`src/inc/stl_defines.svh`:
```
`ifndef STL_DEFINES_SVH
`define STL_DEFINES_SVH

// wishbone register byte offsets
`define STL_REG_CTRL      8'h00
`define STL_REG_STATUS    8'h04
`define STL_REG_IRQ_STAT  8'h08
`define STL_REG_IRQ_MASK  8'h0C
`define STL_REG_DELAY     8'h10
`define STL_REG_CHARS     8'h14

// control register fields
`define STL_CTRL_RDR_PRESENT  0
`define STL_CTRL_DSR_INTERNAL 1
`define STL_CTRL_CTS_EXTERNAL 2
`define STL_CTRL_PAR_DROPS    3
`define STL_CTRL_DELAY_DIS    4
`define STL_CTRL_CURRENT_LOOP 5
`define STL_CTRL_ECHO         6
`define STL_CTRL_REMOTE       7
`define STL_CTRL_READER_ON    8
`define STL_CTRL_PUNCH_ON     9
`define STL_CTRL_RESET        10'h002

// status register fields
`define STL_ST_READY   0
`define STL_ST_DTR     1
`define STL_ST_DSR     2
`define STL_ST_CTS     3
`define STL_ST_PAUSE   4
`define STL_ST_STOPPED 5
`define STL_ST_PARLOST 6

// interrupt event bits
`define STL_IRQ_PARITY 0
`define STL_IRQ_DELAY  1
`define STL_IRQ_STOP   2
`define STL_IRQ_W      3

// character defaults
`define STL_CHAR_DELAY_RST 8'h0D
`define STL_CHAR_STOP_RST  8'h13

// pause timing
`define STL_CLK_HZ       100000000
`define STL_PAUSE_MIN_MS 10
`define STL_PAUSE_MAX_MS 1000
`define STL_PAUSE_DEF_MS 600
`define STL_MS_CYCLES    (`STL_CLK_HZ / 1000)

`endif

```
`src/inc/stl_pkg.sv`:
```
`default_nettype none
package stl_pkg;
    typedef enum logic [1:0] {
        STL_RUN   = 2'b00,
        STL_PAUSE = 2'b01,
        STL_STOP  = 2'b11
    } stl_rdr_state_t;

    typedef enum logic [1:0] {
        STL_VAR_FULL        = 2'b00,
        STL_VAR_SINGLE_PORT = 2'b01,
        STL_VAR_READER_ONLY = 2'b10
    } stl_variant_t;
endpackage : stl_pkg
`default_nettype wire

```
`src/core/stl_option_logic.sv`:
```
`default_nettype none
`include "stl_defines.svh"
module stl_option_logic #(
    parameter stl_pkg::stl_variant_t VARIANT = stl_pkg::STL_VAR_FULL,
    parameter int                    CNT_W   = 27
) (
    // clock and reset
    input  wire logic        i_clk_sys,
    input  wire logic        i_rst,
    // wishbone slave
    input  wire logic        i_wb_cyc,
    input  wire logic        i_wb_stb,
    input  wire logic        i_wb_we,
    input  wire logic [7:0]  i_wb_adr,
    input  wire logic [3:0]  i_wb_sel,
    input  wire logic [31:0] i_wb_dat,
    output logic [31:0]      o_wb_dat,
    output logic             o_wb_ack,
    output logic             o_irq,
    // serial partner
    input  wire logic        i_dsr,
    input  wire logic        i_cts,
    output logic             o_dtr,
    output logic             o_rts,
    // received and tape data
    input  wire logic        i_rx_valid,
    input  wire logic [7:0]  i_rx_data,
    input  wire logic        i_rx_parity_err,
    input  wire logic        i_tape_valid,
    input  wire logic [7:0]  i_tape_data,
    input  wire logic        i_reader_ready,
    input  wire logic        i_tx_req,
    // outputs to engines
    output logic             o_ready_led,
    output logic             o_tx_enable,
    output logic             o_reader_run,
    output logic             o_punch_valid,
    output logic [7:0]       o_punch_data,
    output logic             o_echo_valid,
    output logic [7:0]       o_echo_data,
    output logic             o_modem_only
);
    localparam logic [CNT_W-1:0] MS_CYC = CNT_W'(`STL_MS_CYCLES);

    initial begin
        if (CNT_W < 27) $error("stl_option_logic: CNT_W too narrow for 1 s");
    end

    // register state
    logic [9:0]  ctrl, next_ctrl;
    logic [9:0]  delay_ms, next_delay_ms;
    logic [7:0]  delay_char, next_delay_char;
    logic [7:0]  stop_char, next_stop_char;
    logic [2:0]  irq_stat, next_irq_stat;
    logic [2:0]  irq_mask, next_irq_mask;
    logic        par_lost, next_par_lost;
    stl_pkg::stl_rdr_state_t rdr, next_rdr;
    // output state
    logic        dtr, ready_led, rts, tx_en, rdr_run, irq, modem_only;
    logic        next_dtr, next_ready_led, next_rts, next_tx_en, next_rdr_run;
    logic        punch_v, echo_v, next_punch_v, next_echo_v;
    logic [7:0]  punch_d, echo_d, next_punch_d, next_echo_d;

    logic        wr_stb;
    logic [7:0]  wr_adr;
    logic [31:0] wr_dat;
    logic        pause_busy, pause_start;
    logic        delay_en, stop_en, reader_only, remote, dsr_ok, cts_ok, ev_par, ev_delay, ev_stop;
    logic [31:0] status;

    function automatic logic is_char(input logic v, input logic [7:0] d, input logic [7:0] c);
        is_char = v && (d == c);
    endfunction : is_char

    stl_wb_regs u_regs (
        .i_clk_sys  (i_clk_sys),
        .i_rst      (i_rst),
        .i_wb_cyc   (i_wb_cyc),
        .i_wb_stb   (i_wb_stb),
        .i_wb_we    (i_wb_we),
        .i_wb_adr   (i_wb_adr),
        .i_wb_sel   (i_wb_sel),
        .i_wb_dat   (i_wb_dat),
        .o_wb_dat   (o_wb_dat),
        .o_wb_ack   (o_wb_ack),
        .i_status   (status),
        .i_irq_stat (irq_stat),
        .i_ctrl     (ctrl),
        .i_irq_mask (irq_mask),
        .i_delay_ms (delay_ms),
        .i_chars    ({stop_char, delay_char}),
        .o_wr_stb   (wr_stb),
        .o_wr_adr   (wr_adr),
        .o_wr_dat   (wr_dat)
    );

    stl_pause_timer #(.CNT_W(CNT_W)) u_pause (
        .i_clk_sys (i_clk_sys),
        .i_rst     (i_rst),
        .i_start   (pause_start),
        .i_cycles  (CNT_W'(delay_ms * MS_CYC)),
        .o_busy    (pause_busy)
    );

    // option decoding
    always_comb begin
        reader_only = (VARIANT == stl_pkg::STL_VAR_READER_ONLY);
        remote      = ctrl[`STL_CTRL_REMOTE] && !reader_only;
        delay_en    = !ctrl[`STL_CTRL_DELAY_DIS] && !reader_only;
        stop_en     = ctrl[`STL_CTRL_DELAY_DIS] && remote;
        dsr_ok      = ctrl[`STL_CTRL_DSR_INTERNAL] ? 1'b1 : i_dsr;
        cts_ok      = ctrl[`STL_CTRL_CTS_EXTERNAL] ? i_cts : 1'b1;
        ev_par      = i_rx_valid && i_rx_parity_err;
        ev_delay    = delay_en && is_char(i_tape_valid, i_tape_data, delay_char) && rdr_run;
        ev_stop     = stop_en && is_char(i_tape_valid, i_tape_data, stop_char) && rdr_run;
        pause_start = ev_delay;
        status      = {25'h0, par_lost, rdr == stl_pkg::STL_STOP, pause_busy, cts_ok, dsr_ok, dtr, ready_led};
    end

    // register writes and sticky events
    always_comb begin
        next_ctrl       = ctrl;
        next_delay_ms   = delay_ms;
        next_delay_char = delay_char;
        next_stop_char  = stop_char;
        next_irq_mask   = irq_mask;
        next_irq_stat   = irq_stat;
        if (wr_stb) begin
            case (wr_adr)
                `STL_REG_CTRL:     next_ctrl = wr_dat[9:0];
                `STL_REG_IRQ_STAT: next_irq_stat = irq_stat & ~wr_dat[2:0];
                `STL_REG_IRQ_MASK: next_irq_mask = wr_dat[2:0];
                `STL_REG_DELAY: begin
                    // values beyond ten bits must not alias into range
                    if (wr_dat[31:10] == 22'h0
                        && wr_dat[9:0] >= 10'(`STL_PAUSE_MIN_MS)
                        && wr_dat[9:0] <= 10'(`STL_PAUSE_MAX_MS)) begin
                        next_delay_ms = wr_dat[9:0];
                    end
                end
                `STL_REG_CHARS: begin
                    next_delay_char = wr_dat[7:0];
                    next_stop_char  = wr_dat[15:8];
                end
                default: ;
            endcase
        end
        if (reader_only) begin
            next_ctrl[`STL_CTRL_CURRENT_LOOP] = 1'b0;
            next_ctrl[`STL_CTRL_ECHO]         = 1'b0;
        end
        // set wins over clear
        next_irq_stat = next_irq_stat | {ev_stop, ev_delay, ev_par};
    end

    // reader state machine
    always_comb begin
        next_rdr = rdr;
        case (rdr)
            stl_pkg::STL_RUN: begin
                if (ev_stop) next_rdr = stl_pkg::STL_STOP;
                else if (ev_delay) next_rdr = stl_pkg::STL_PAUSE;
            end
            stl_pkg::STL_PAUSE: begin
                if (!pause_start && !pause_busy) next_rdr = stl_pkg::STL_RUN;
            end
            stl_pkg::STL_STOP: begin
                if (!ctrl[`STL_CTRL_READER_ON]) next_rdr = stl_pkg::STL_RUN;
            end
            default: next_rdr = stl_pkg::STL_RUN;
        endcase
    end

    // ready, handshake, echo and punch paths
    always_comb begin
        logic rdr_ok;
        rdr_ok         = ctrl[`STL_CTRL_RDR_PRESENT] ? i_reader_ready : 1'b1;
        next_par_lost  = par_lost | (ctrl[`STL_CTRL_PAR_DROPS] && ev_par);
        next_ready_led = rdr_ok && dsr_ok && !next_par_lost;
        next_dtr       = next_ready_led;
        next_rts       = ctrl[`STL_CTRL_CTS_EXTERNAL] && i_tx_req;
        next_tx_en     = cts_ok;
        next_rdr_run   = ctrl[`STL_CTRL_READER_ON] && !ctrl[`STL_CTRL_ECHO]
                         && next_rdr == stl_pkg::STL_RUN && rdr_ok;
        next_punch_v   = i_rx_valid && !reader_only && (ctrl[`STL_CTRL_ECHO] || ctrl[`STL_CTRL_PUNCH_ON]
                         || remote);
        next_punch_d   = i_rx_data;
        next_echo_v    = i_rx_valid && ctrl[`STL_CTRL_ECHO];
        next_echo_d    = i_rx_data;
    end

    always_ff @(posedge i_clk_sys) begin
        if (i_rst) begin
            ctrl       <= `STL_CTRL_RESET;
            delay_ms   <= 10'(`STL_PAUSE_DEF_MS);
            delay_char <= `STL_CHAR_DELAY_RST;
            stop_char  <= `STL_CHAR_STOP_RST;
            irq_stat   <= 3'h0;
            irq_mask   <= 3'h0;
            par_lost   <= 1'b0;
            rdr        <= stl_pkg::STL_RUN;
            dtr        <= 1'b0;
            ready_led  <= 1'b0;
            rts        <= 1'b0;
            tx_en      <= 1'b0;
            rdr_run    <= 1'b0;
            punch_v    <= 1'b0;
            punch_d    <= 8'h00;
            echo_v     <= 1'b0;
            echo_d     <= 8'h00;
            irq        <= 1'b0;
            modem_only <= 1'b0;
        end else begin
            ctrl       <= next_ctrl;
            delay_ms   <= next_delay_ms;
            delay_char <= next_delay_char;
            stop_char  <= next_stop_char;
            irq_stat   <= next_irq_stat;
            irq_mask   <= next_irq_mask;
            par_lost   <= next_par_lost;
            rdr        <= next_rdr;
            dtr        <= next_dtr;
            ready_led  <= next_ready_led;
            rts        <= next_rts;
            tx_en      <= next_tx_en;
            rdr_run    <= next_rdr_run;
            punch_v    <= next_punch_v;
            punch_d    <= next_punch_d;
            echo_v     <= next_echo_v;
            echo_d     <= next_echo_d;
            irq        <= |(next_irq_stat & next_irq_mask);
            modem_only <= (VARIANT != stl_pkg::STL_VAR_FULL);
        end
    end

    assign o_dtr         = dtr;
    assign o_ready_led   = ready_led;
    assign o_rts         = rts;
    assign o_tx_enable   = tx_en;
    assign o_reader_run  = rdr_run;
    assign o_punch_valid = punch_v;
    assign o_punch_data  = punch_d;
    assign o_echo_valid  = echo_v;
    assign o_echo_data   = echo_d;
    assign o_irq         = irq;
    assign o_modem_only  = modem_only;

    // checks
    a_par_sticky: assert property (@(posedge i_clk_sys) disable iff (i_rst)
        par_lost |=> !o_dtr && !o_ready_led) else $error("ready after parity drop");
    a_par_drop: assert property (@(posedge i_clk_sys) disable iff (i_rst)
        ctrl[`STL_CTRL_PAR_DROPS] && ev_par |=> !o_dtr) else $error("dtr not dropped");
    a_cts_hold: assert property (@(posedge i_clk_sys) disable iff (i_rst)
        ctrl[`STL_CTRL_CTS_EXTERNAL] && !i_cts |=> !o_tx_enable) else $error("tx without cts");
    a_cts_int: assert property (@(posedge i_clk_sys) disable iff (i_rst)
        !i_rst && !ctrl[`STL_CTRL_CTS_EXTERNAL] |=> o_tx_enable) else $error("internal cts low");
    a_rts_int: assert property (@(posedge i_clk_sys) disable iff (i_rst)
        !ctrl[`STL_CTRL_CTS_EXTERNAL] |=> !o_rts) else $error("rts with internal cts");
    a_echo_idle: assert property (@(posedge i_clk_sys) disable iff (i_rst)
        ctrl[`STL_CTRL_ECHO] |=> !o_reader_run) else $error("reader runs in echo");
    a_echo_copy: assert property (@(posedge i_clk_sys) disable iff (i_rst)
        i_rx_valid && ctrl[`STL_CTRL_ECHO] |=> o_echo_valid && o_punch_valid && o_echo_data == $past(i_rx_data))
        else $error("echo lost");
    a_punch_copy: assert property (@(posedge i_clk_sys) disable iff (i_rst)
        i_rx_valid && ctrl[`STL_CTRL_PUNCH_ON] && !reader_only |=> o_punch_valid && o_punch_data == $past(i_rx_data))
        else $error("punch lost");
    a_delay_pause: assert property (@(posedge i_clk_sys) disable iff (i_rst)
        ev_delay |=> rdr == stl_pkg::STL_PAUSE ##1 !o_reader_run) else $error("no pause");
    a_stop_hit: assert property (@(posedge i_clk_sys) disable iff (i_rst)
        ev_stop |=> rdr == stl_pkg::STL_STOP && !o_reader_run) else $error("no stop");
    a_no_stop_local: assert property (@(posedge i_clk_sys) disable iff (i_rst)
        is_char(i_tape_valid, i_tape_data, stop_char) && rdr_run && (!remote || !ctrl[`STL_CTRL_DELAY_DIS])
        |=> rdr != stl_pkg::STL_STOP) else $error("stop outside remote");
    a_rdr_absent: assert property (@(posedge i_clk_sys) disable iff (i_rst)
        !i_rst && !ctrl[`STL_CTRL_RDR_PRESENT] && ctrl[`STL_CTRL_DSR_INTERNAL] && !next_par_lost |=> o_ready_led)
        else $error("absent reader not ready");

    // cover points
    c_pause: cover property (@(posedge i_clk_sys) ev_delay);
    c_stop: cover property (@(posedge i_clk_sys) ev_stop);
    c_par: cover property (@(posedge i_clk_sys) par_lost);
    c_echo: cover property (@(posedge i_clk_sys) o_echo_valid);
    c_irq: cover property (@(posedge i_clk_sys) o_irq);
endmodule : stl_option_logic
`default_nettype wire

```
`src/core/stl_pause_timer.sv`:
```
`default_nettype none
`include "stl_defines.svh"
module stl_pause_timer #(
    parameter int CNT_W = 27
) (
    // clock and reset
    input  wire logic             i_clk_sys,
    input  wire logic             i_rst,
    // control
    input  wire logic             i_start,
    input  wire logic [CNT_W-1:0] i_cycles,
    // state
    output logic                  o_busy
);
    logic [CNT_W-1:0] count;
    logic [CNT_W-1:0] next_count;

    initial begin
        if (CNT_W < 2 || CNT_W > 32) $error("stl_pause_timer: CNT_W out of range");
    end

    // restart on every start pulse
    always_comb begin
        next_count = count;
        if (i_start) begin
            next_count = i_cycles;
        end else if (count != '0) begin
            next_count = count - 1'b1;
        end
    end

    always_ff @(posedge i_clk_sys) begin
        if (i_rst) begin
            count <= '0;
        end else begin
            count <= next_count;
        end
    end

    assign o_busy = (count != '0);
endmodule : stl_pause_timer
`default_nettype wire

```
`src/core/stl_wb_regs.sv`:
```
`default_nettype none
`include "stl_defines.svh"
module stl_wb_regs (
    // clock and reset
    input  wire logic        i_clk_sys,
    input  wire logic        i_rst,
    // wishbone slave
    input  wire logic        i_wb_cyc,
    input  wire logic        i_wb_stb,
    input  wire logic        i_wb_we,
    input  wire logic [7:0]  i_wb_adr,
    input  wire logic [3:0]  i_wb_sel,
    input  wire logic [31:0] i_wb_dat,
    output logic [31:0]      o_wb_dat,
    output logic             o_wb_ack,
    // register contents
    input  wire logic [31:0] i_status,
    input  wire logic [2:0]  i_irq_stat,
    input  wire logic [9:0]  i_ctrl,
    input  wire logic [2:0]  i_irq_mask,
    input  wire logic [9:0]  i_delay_ms,
    input  wire logic [15:0] i_chars,
    output logic             o_wr_stb,
    output logic [7:0]       o_wr_adr,
    output logic [31:0]      o_wr_dat
);
    logic        ack;
    logic        next_ack;
    logic [31:0] rdat;
    logic [31:0] next_rdat;

    // one request answered one cycle after it is seen; ack drops next cycle
    always_comb begin
        next_ack  = i_wb_cyc && i_wb_stb && !ack;
        next_rdat = rdat;
        if (next_ack && !i_wb_we) begin
            case (i_wb_adr)
                `STL_REG_CTRL:     next_rdat = {22'h0, i_ctrl};
                `STL_REG_STATUS:   next_rdat = i_status;
                `STL_REG_IRQ_MASK: next_rdat = {29'h0, i_irq_mask};
                `STL_REG_DELAY:    next_rdat = {22'h0, i_delay_ms};
                `STL_REG_CHARS:    next_rdat = {16'h0, i_chars};
                `STL_REG_IRQ_STAT: next_rdat = {29'h0, i_irq_stat};
                default:           next_rdat = 32'h0;
            endcase
        end
    end

    always_ff @(posedge i_clk_sys) begin
        if (i_rst) begin
            ack  <= 1'b0;
            rdat <= 32'h0;
        end else begin
            ack  <= next_ack;
            rdat <= next_rdat;
        end
    end

    assign o_wb_ack = ack;
    assign o_wb_dat = rdat;
    assign o_wr_stb = i_wb_cyc && i_wb_stb && i_wb_we && ack;
    assign o_wr_adr = i_wb_adr;
    assign o_wr_dat = i_wb_dat & {{8{i_wb_sel[3]}}, {8{i_wb_sel[2]}}, {8{i_wb_sel[1]}}, {8{i_wb_sel[0]}}};
endmodule : stl_wb_regs
`default_nettype wire

```
`config.mk`:
```
export PLATFORM = sky130hd
export DESIGN_NAME = stl_option_logic
export DESIGN_NICKNAME = d
export VERILOG_FILES = /design/src/inc/stl_pkg.sv /design/src/core/stl_option_logic.sv /design/src/core/stl_pause_timer.sv /design/src/core/stl_wb_regs.sv
export VERILOG_INCLUDE_DIRS = /design/src /design/src/inc
export SDC_FILE = /design/constraint.sdc
export NUM_CORES = 1
export LEC_CHECK = 0
export BUFFER_PORTS_ARGS = -buffer_cell sky130_fd_sc_hd__buf_4
export CAP_MARGIN = 20
export CORE_AREA = 2 2 130 132
export CTS_CLUSTER_DIAMETER = 150
export DETAILED_ROUTE_END_ITERATION = 8
export DIE_AREA = 0 0 132 134
export PLACE_DENSITY = 0.78
export SLEW_MARGIN = 30
export SYNTH_ARGS = -nofsm -noshare
export SYNTH_HDL_FRONTEND = slang
export SYNTH_SLANG_ARGS = --single-unit
```
`constraint.sdc`:
```
create_clock -name i_clk_sys -period 6.2 [get_ports i_clk_sys]
set_clock_uncertainty 0.1 [all_clocks]
set_input_delay 0.62 -clock i_clk_sys [delete_from_list [all_inputs] [get_ports i_clk_sys]]
set_output_delay 0.62 -clock i_clk_sys [all_outputs]
set_load 0.005 [all_outputs]
```
Word-level counts from Yosys, hierarchy flattened
Index checks and enable logic that the tools add are counted.

operators by class
  $add $sub $neg = 1
  equal/unequal tests = 9
  bitwise operators = 6
  multiplexer cells = 15
  multiply operators = 1
  reductions and logical operators = 45
  order comparisons = 2

operators with widths
  kind                                                     number
  one-hot mux 16 bit (6 select lines)                      1
  2-to-1 mux 27 bit                                        2
  AND 32 bit                                               1
  nonzero test 27 bit                                      1
  subtractor 27 x 1 -> 27 bit (second input constant)      1
  logical AND 1 bit                                        25
  zero test 22 bit                                         1
  multiplier 10 x 12 -> 22 bit (second input constant)     1
  == test 8 x 4 -> 1 bit (second input constant)           2
  == test 8 x 5 -> 1 bit (second input constant)           2
  == test 8 bit                                            2
  2-to-1 mux 3 bit                                         4
  >= comparator 10 x 4 -> 1 bit (second input constant)    1
  less-or-equal comparator 10 bit (second input constant)  1
  == test 8 x 3 -> 1 bit (second input constant)           1
  zero test 8 bit                                          1
  2-to-1 mux 2 bit                                         4
  zero test 1 bit                                          7
  AND 3 bit                                                2
  one-hot mux 2 bit (3 select lines)                       1
  zero test 2 bit                                          2
  AND reduction 2 bit                                      2
  2-to-1 mux 1 bit                                         3
  inverter 3 bit                                           1
  other kinds (9)                                          10

storage, ports and cells
  logic and storage cells = 99
  flip-flop bits (word level) = 120
  output and inout bits = 58

Logic depth before layout (Yosys ltp)
  depth in word-level cells = 11
  depth in mapped cells = 18

Hierarchy
Synthesis repeated with hierarchy kept, for this count alone.

unflattened totals
  cells, all modules = 826
  area, all modules = 7609.8 µm²

by module, submodules not included
  module            cells an instance  times used  area each (µm²)
  stl_option_logic  494                1           4495.6
  stl_wb_regs       168                1           1722.9
  stl_pause_timer   164                1           1391.3

Least setup slack after synthesis
No wires, ideal clock.

  path kind = reg2reg
  from = register delay_ms[8]
  to = register u_pause.count[23]
  period minus slack after synthesis = 4316 ps
  data required time = 5968 ps
  setup slack = 1884 ps
  buffers on the path = 2
  data arrival time = 4083 ps
  stages on the path, launching flop included = 19
  cells stage by stage = dfxtp_1 inv_1 ha_1 inv_1 ha_1 inv_1 fa_1 inv_1 fa_1 ha_1 ha_1 clkbuf_1 and4_1 clkbuf_1 and3_1 o31a_1 or4_1 nand3_1 a21oi_1

on the way
  word-level cells in the longest chain between the ends = 2

ends and longest elaborated chain
  what                          line                     source
  start, declared               stl_option_logic.sv:51   logic [9:0] delay_ms, next_delay_ms;
  start signal, assigned        stl_option_logic.sv:195  delay_ms <= 10'(`STL_PAUSE_DEF_MS);
  start signal, assigned        stl_option_logic.sv:215  delay_ms <= next_delay_ms;
  multiplier 10 x 12 -> 22 bit  stl_option_logic.sv:101  .i_cycles (CNT_W'(delay_ms * MS_CYC)),
  2-to-1 mux 27 bit             stl_pause_timer.sv:25    if (i_start) begin
  end signal, assigned          stl_pause_timer.sv:36    count <= next_count;
  end, declared                 stl_pause_timer.sv:15    logic [CNT_W-1:0] count;

No other way between the ends.
A chain may end at the register's enable or synchronous reset.

Final worst setup path
  from = register delay_ms[5]
  to = register u_pause.count[21]

The elaborated chain is that of the path after synthesis.

==> metrics.log <==
[metrics] area of the mapped netlist: 0.00722 sq mm
[metrics] CP Capture Type: register
[metrics] Design Area, Final: 0.00837 sq mm
[metrics] DR vias/cell: 5.58
[metrics] H-Tree Depth: 3
[metrics] FF-to-FF path depth: 14
[metrics] initial standard-cell utilization of the core: 44.3%
[metrics] pwr/cell area: 240 mW/mm^2
[metrics] outcome: finished, final reports clean
[metrics] hold worst-path end: u_regs.o_wb_dat[6]
[metrics] router iterations before antenna repair: 5
[metrics] clk sink count: 104
[metrics] number of top-level design ports: 130
[metrics] final wirelength: 19.1 mm
[metrics] endpoint required time on the critical path: 6.39 ns
[metrics] gate count of the mapped netlist: 837
[metrics] xor and xnor area share after synthesis: 4.98%
[metrics] dominant combinational cell family by area after synthesis: simple AND/OR/NAND/NOR gates
[metrics] commonest cells after routing, fill and taps aside: sky130_fd_sc_hd__buf_4, sky130_fd_sc_hd__dfxtp_1, sky130_fd_sc_hd__nor2_1
[metrics] Worst Max-Slew Pin Slew: 0.926 ns
[metrics] max-cap viol count: 0
[metrics] Fillers: 1526
[metrics] static power due to leakage: 3.67 nW
[metrics] Post-Synth Simple-Gate Area: 21.8%
[metrics] final estimated routing congestion in global placement: 0.910
[metrics] Post-Layout Cell Count: 1142
[metrics] Cell Rows: 47
[metrics] antenna-violating nets left: 0
[metrics] count of buffers inserted at the top-level ports: 112
[metrics] final setup TNS: 0 ns
[metrics] Data arrival, critical path: 4.73 ns
[metrics] Setup Crit Path Kind: register to register
[metrics] minimum clock period: 4.55 ns
[metrics] antenna violations before repair: 0
[metrics] category of the worst setup path launch point: register
[metrics] final slew viol count: 0
[metrics] register bit count reported by yosys: 104
[metrics] launch point of the worst hold path: u_regs.o_wb_dat[6]
[metrics] insertion delay to the later sink of the worst-skew pair: 0.35 ns
[metrics] final hold violation count: 0
[metrics] commonest non-fill, non-tap cell in the layout: sky130_fd_sc_hd__buf_4
[metrics] count of cells resized by post-cts repair: 0
[metrics] vias after detailed routing: 6371
[metrics] area of the core: 0.0163 sq mm
[metrics] fraction of registers with async set or reset after synthesis: 0%
[metrics] Reg clk slew, reported paths: 0.08 ns
[metrics] n_diodes: 0
[metrics] number of instances in the placed design: 1126
[metrics] pin count of the biggest net entering global routing: 86
[metrics] hold buffer count at cts: 0
[metrics] Warnings, synthesis: 0
[metrics] end-of-flow core utilization: 51.4%
[metrics] mean instance size in the synthesized netlist: 8.62 sq um
[metrics] max_slew headroom: 38.2%
[metrics] chip width: 132 um
[metrics] final routed DRC violation total: 0
[metrics] VDD IR-drop max: 0.119 mV
[metrics] Synth Area in Compound Gates: 15.0%
[metrics] share of final-layout standard cells stronger than drive strength 1: 17.0%
[metrics] WHS Path Cells: 2
[metrics] CTS tree: built
[metrics] Placed Instance Area: 0.00807 sq mm
[metrics] sequential element share of the synthesized area: 28.9%
[metrics] setup repair after global routing missed its margin: no
[metrics] RR Startpoint: delay_ms[5]
[metrics] number of library cell types mapped by synthesis: 66
[metrics] Final HPWL DP: 14.8 mm
[metrics] NumNets Final: 1081
[metrics] height of the die: 134 um
[metrics] post-synthesis mux area share: 4.80%
[metrics] final setup violation count: 0
[metrics] highest achievable clock rate: 220 MHz
[metrics] Initial DRC Count: 620
[metrics] maximum buffer depth of the clock tree: 2
[metrics] clock buffers created by TritonCTS: 9
[metrics] remaining global-route overflow: 0
[metrics] global-route wire length before repair: 30.5 mm
[metrics] capture instance of the worst register-to-register path: u_pause.count[21]
[metrics] total routing resource utilization after global routing: 21.2%
[metrics] crit share post-route: 73.4%
[metrics] clock tree root buffer cell: sky130_fd_sc_hd__clkbuf_16
[metrics] number of enable-type register cells in the synthesized netlist: 0
[metrics] primary flip-flop cell chosen by synthesis mapping: sky130_fd_sc_hd__dfxtp_1
[metrics] adder-cell share of the synthesized area: 17.8%
[metrics] number of global-route vias before repair: 5923
[metrics] routed wirelength normalized by instance count: 16.7 um
[metrics] die footprint: 0.0177 sq mm
[metrics] FF-to-FF setup slack: 1.65 ns
[metrics] Crit Path Max Fanout: 6
[metrics] synth-to-layout area growth: 16.0%
[metrics] total setup buffers inserted after CTS: 0
[metrics] class of the worst hold path: register to register
[power by group]
part	total, mW	leakage, nW	switching (mW)	internal (mW)
logic	0.653	2.68	0.372	0.281
registers	0.796	0.845	0.0625	0.733
clock network	0.556	0.142	0.268	0.289
[critical path, cell delays in order (launching register included)]
cell and delay (ns):
sky130_fd_sc_hd__dfxtp_1 0.48, sky130_fd_sc_hd__ha_1 0.31, sky130_fd_sc_hd__fa_1 0.43, sky130_fd_sc_hd__fa_1 0.47
sky130_fd_sc_hd__ha_1 0.29, sky130_fd_sc_hd__inv_1 0.05, sky130_fd_sc_hd__fa_1 0.50, sky130_fd_sc_hd__inv_1 0.05
sky130_fd_sc_hd__ha_1 0.38, sky130_fd_sc_hd__and3_1 0.26, sky130_fd_sc_hd__nand2_1 0.15, sky130_fd_sc_hd__or4b_2 0.63
sky130_fd_sc_hd__nand4b_1 0.12, sky130_fd_sc_hd__nand4b_1 0.11, sky130_fd_sc_hd__a21oi_1 0.16
[cell usage after synthesis (all sizes together), types with 18 or more instances]
| cell type | n | area share [%] |
|---|---|---|
| inv | 37 | 1.9 |
| nor2 | 85 | 4.4 |
| xnor2 | 21 | 2.5 |
| dfxtp | 104 | 29 |
| mux2i | 20 | 2.8 |
| nand2 | 63 | 3.3 |
| xor2 | 20 | 2.4 |
| clkbuf | 31 | 1.6 |
| a21oi | 53 | 3.7 |
| nand3 | 29 | 2.0 |
| o21ai | 21 | 1.5 |
| fa | 18 | 5.0 |
| buf | 31 | 3.1 |
| ha | 74 | 13 |
| nor3 | 25 | 1.7 |
[metal layers]
metal	track usage [%]	routed length, um	up-vias
met5	0	0	-
met3	4.69	1230	27
met2	32.7	8710	218
met4	6.34	364	0
met1	29.7	8810	3001
li1	-	-	3125
[final cells by class]
class                   count  area [sq um]  area share, %
inverters                  37           139           1.66
multi-input cells         650          4720           56.4
repair buffers            115           863           10.3
well taps                 220           275           3.29
clock buffers              10           239           2.85
flip-flops and latches    104          2080           24.9
clock inverters             6          51.3          0.613
[stage by stage]
step | power [mW] | setup slack (ns) | hold slack [ns]
final | 2.01 | 1.65 | 0.362
after global routing | 2.13 | 1.38 | 0.384
after CTS | 2.00 | 1.67 | 0.362
after detailed placement | 1.45 | 1.68 | 0.349
after global placement | 1.44 | 1.74 | 0.342
after floorplan | 1.28 | 1.88 | 0.334
[cell families (layout without fill, tap and decap cells)]
logic type / Yosys count / after routing
mux: 29 / 29
compound gates: 164 / 164
buf+inv: 99 / 168
flops: 104 / 104
other cells: 1 / 17
fa+ha+maj: 92 / 92
xor+xnor: 41 / 41
simple gates: 307 / 307
[how the worst max path moves through the flow]
stage / start / end / slack [ns] / cells after the start
3_5_place_dp: delay_ms[6] / u_pause.count[21] / 1.68 / 14
3_3_place_gp: delay_ms[8] / u_pause.count[23] / 1.74 / 13
5_1_grt: delay_ms[5] / u_pause.count[22] / 1.38 / 12
4_1_cts: delay_ms[5] / u_pause.count[21] / 1.67 / 14
2_1_floorplan: delay_ms[8] / u_pause.count[23] / 1.88 / 18
6_report: delay_ms[5] / u_pause.count[21] / 1.65 / 14
[sequential cells by signal, indices dropped and copies added (netlist names)]
signal / cells
u_pause.count: 27
u_regs.o_wb_dat: 16
ctrl: 10
delay_ms: 10
delay_char: 8
o_echo_data: 8
stop_char: 8
irq_mask: 3
irq_stat: 3
rdr: 2
o_echo_valid: 1
o_irq: 1
o_punch_valid: 1
o_reader_run: 1
o_ready_led: 1
o_rts: 1
o_tx_enable: 1
par_lost: 1
u_regs.o_wb_ack: 1
No activity file was read; power rests on OpenSTA's default activity.
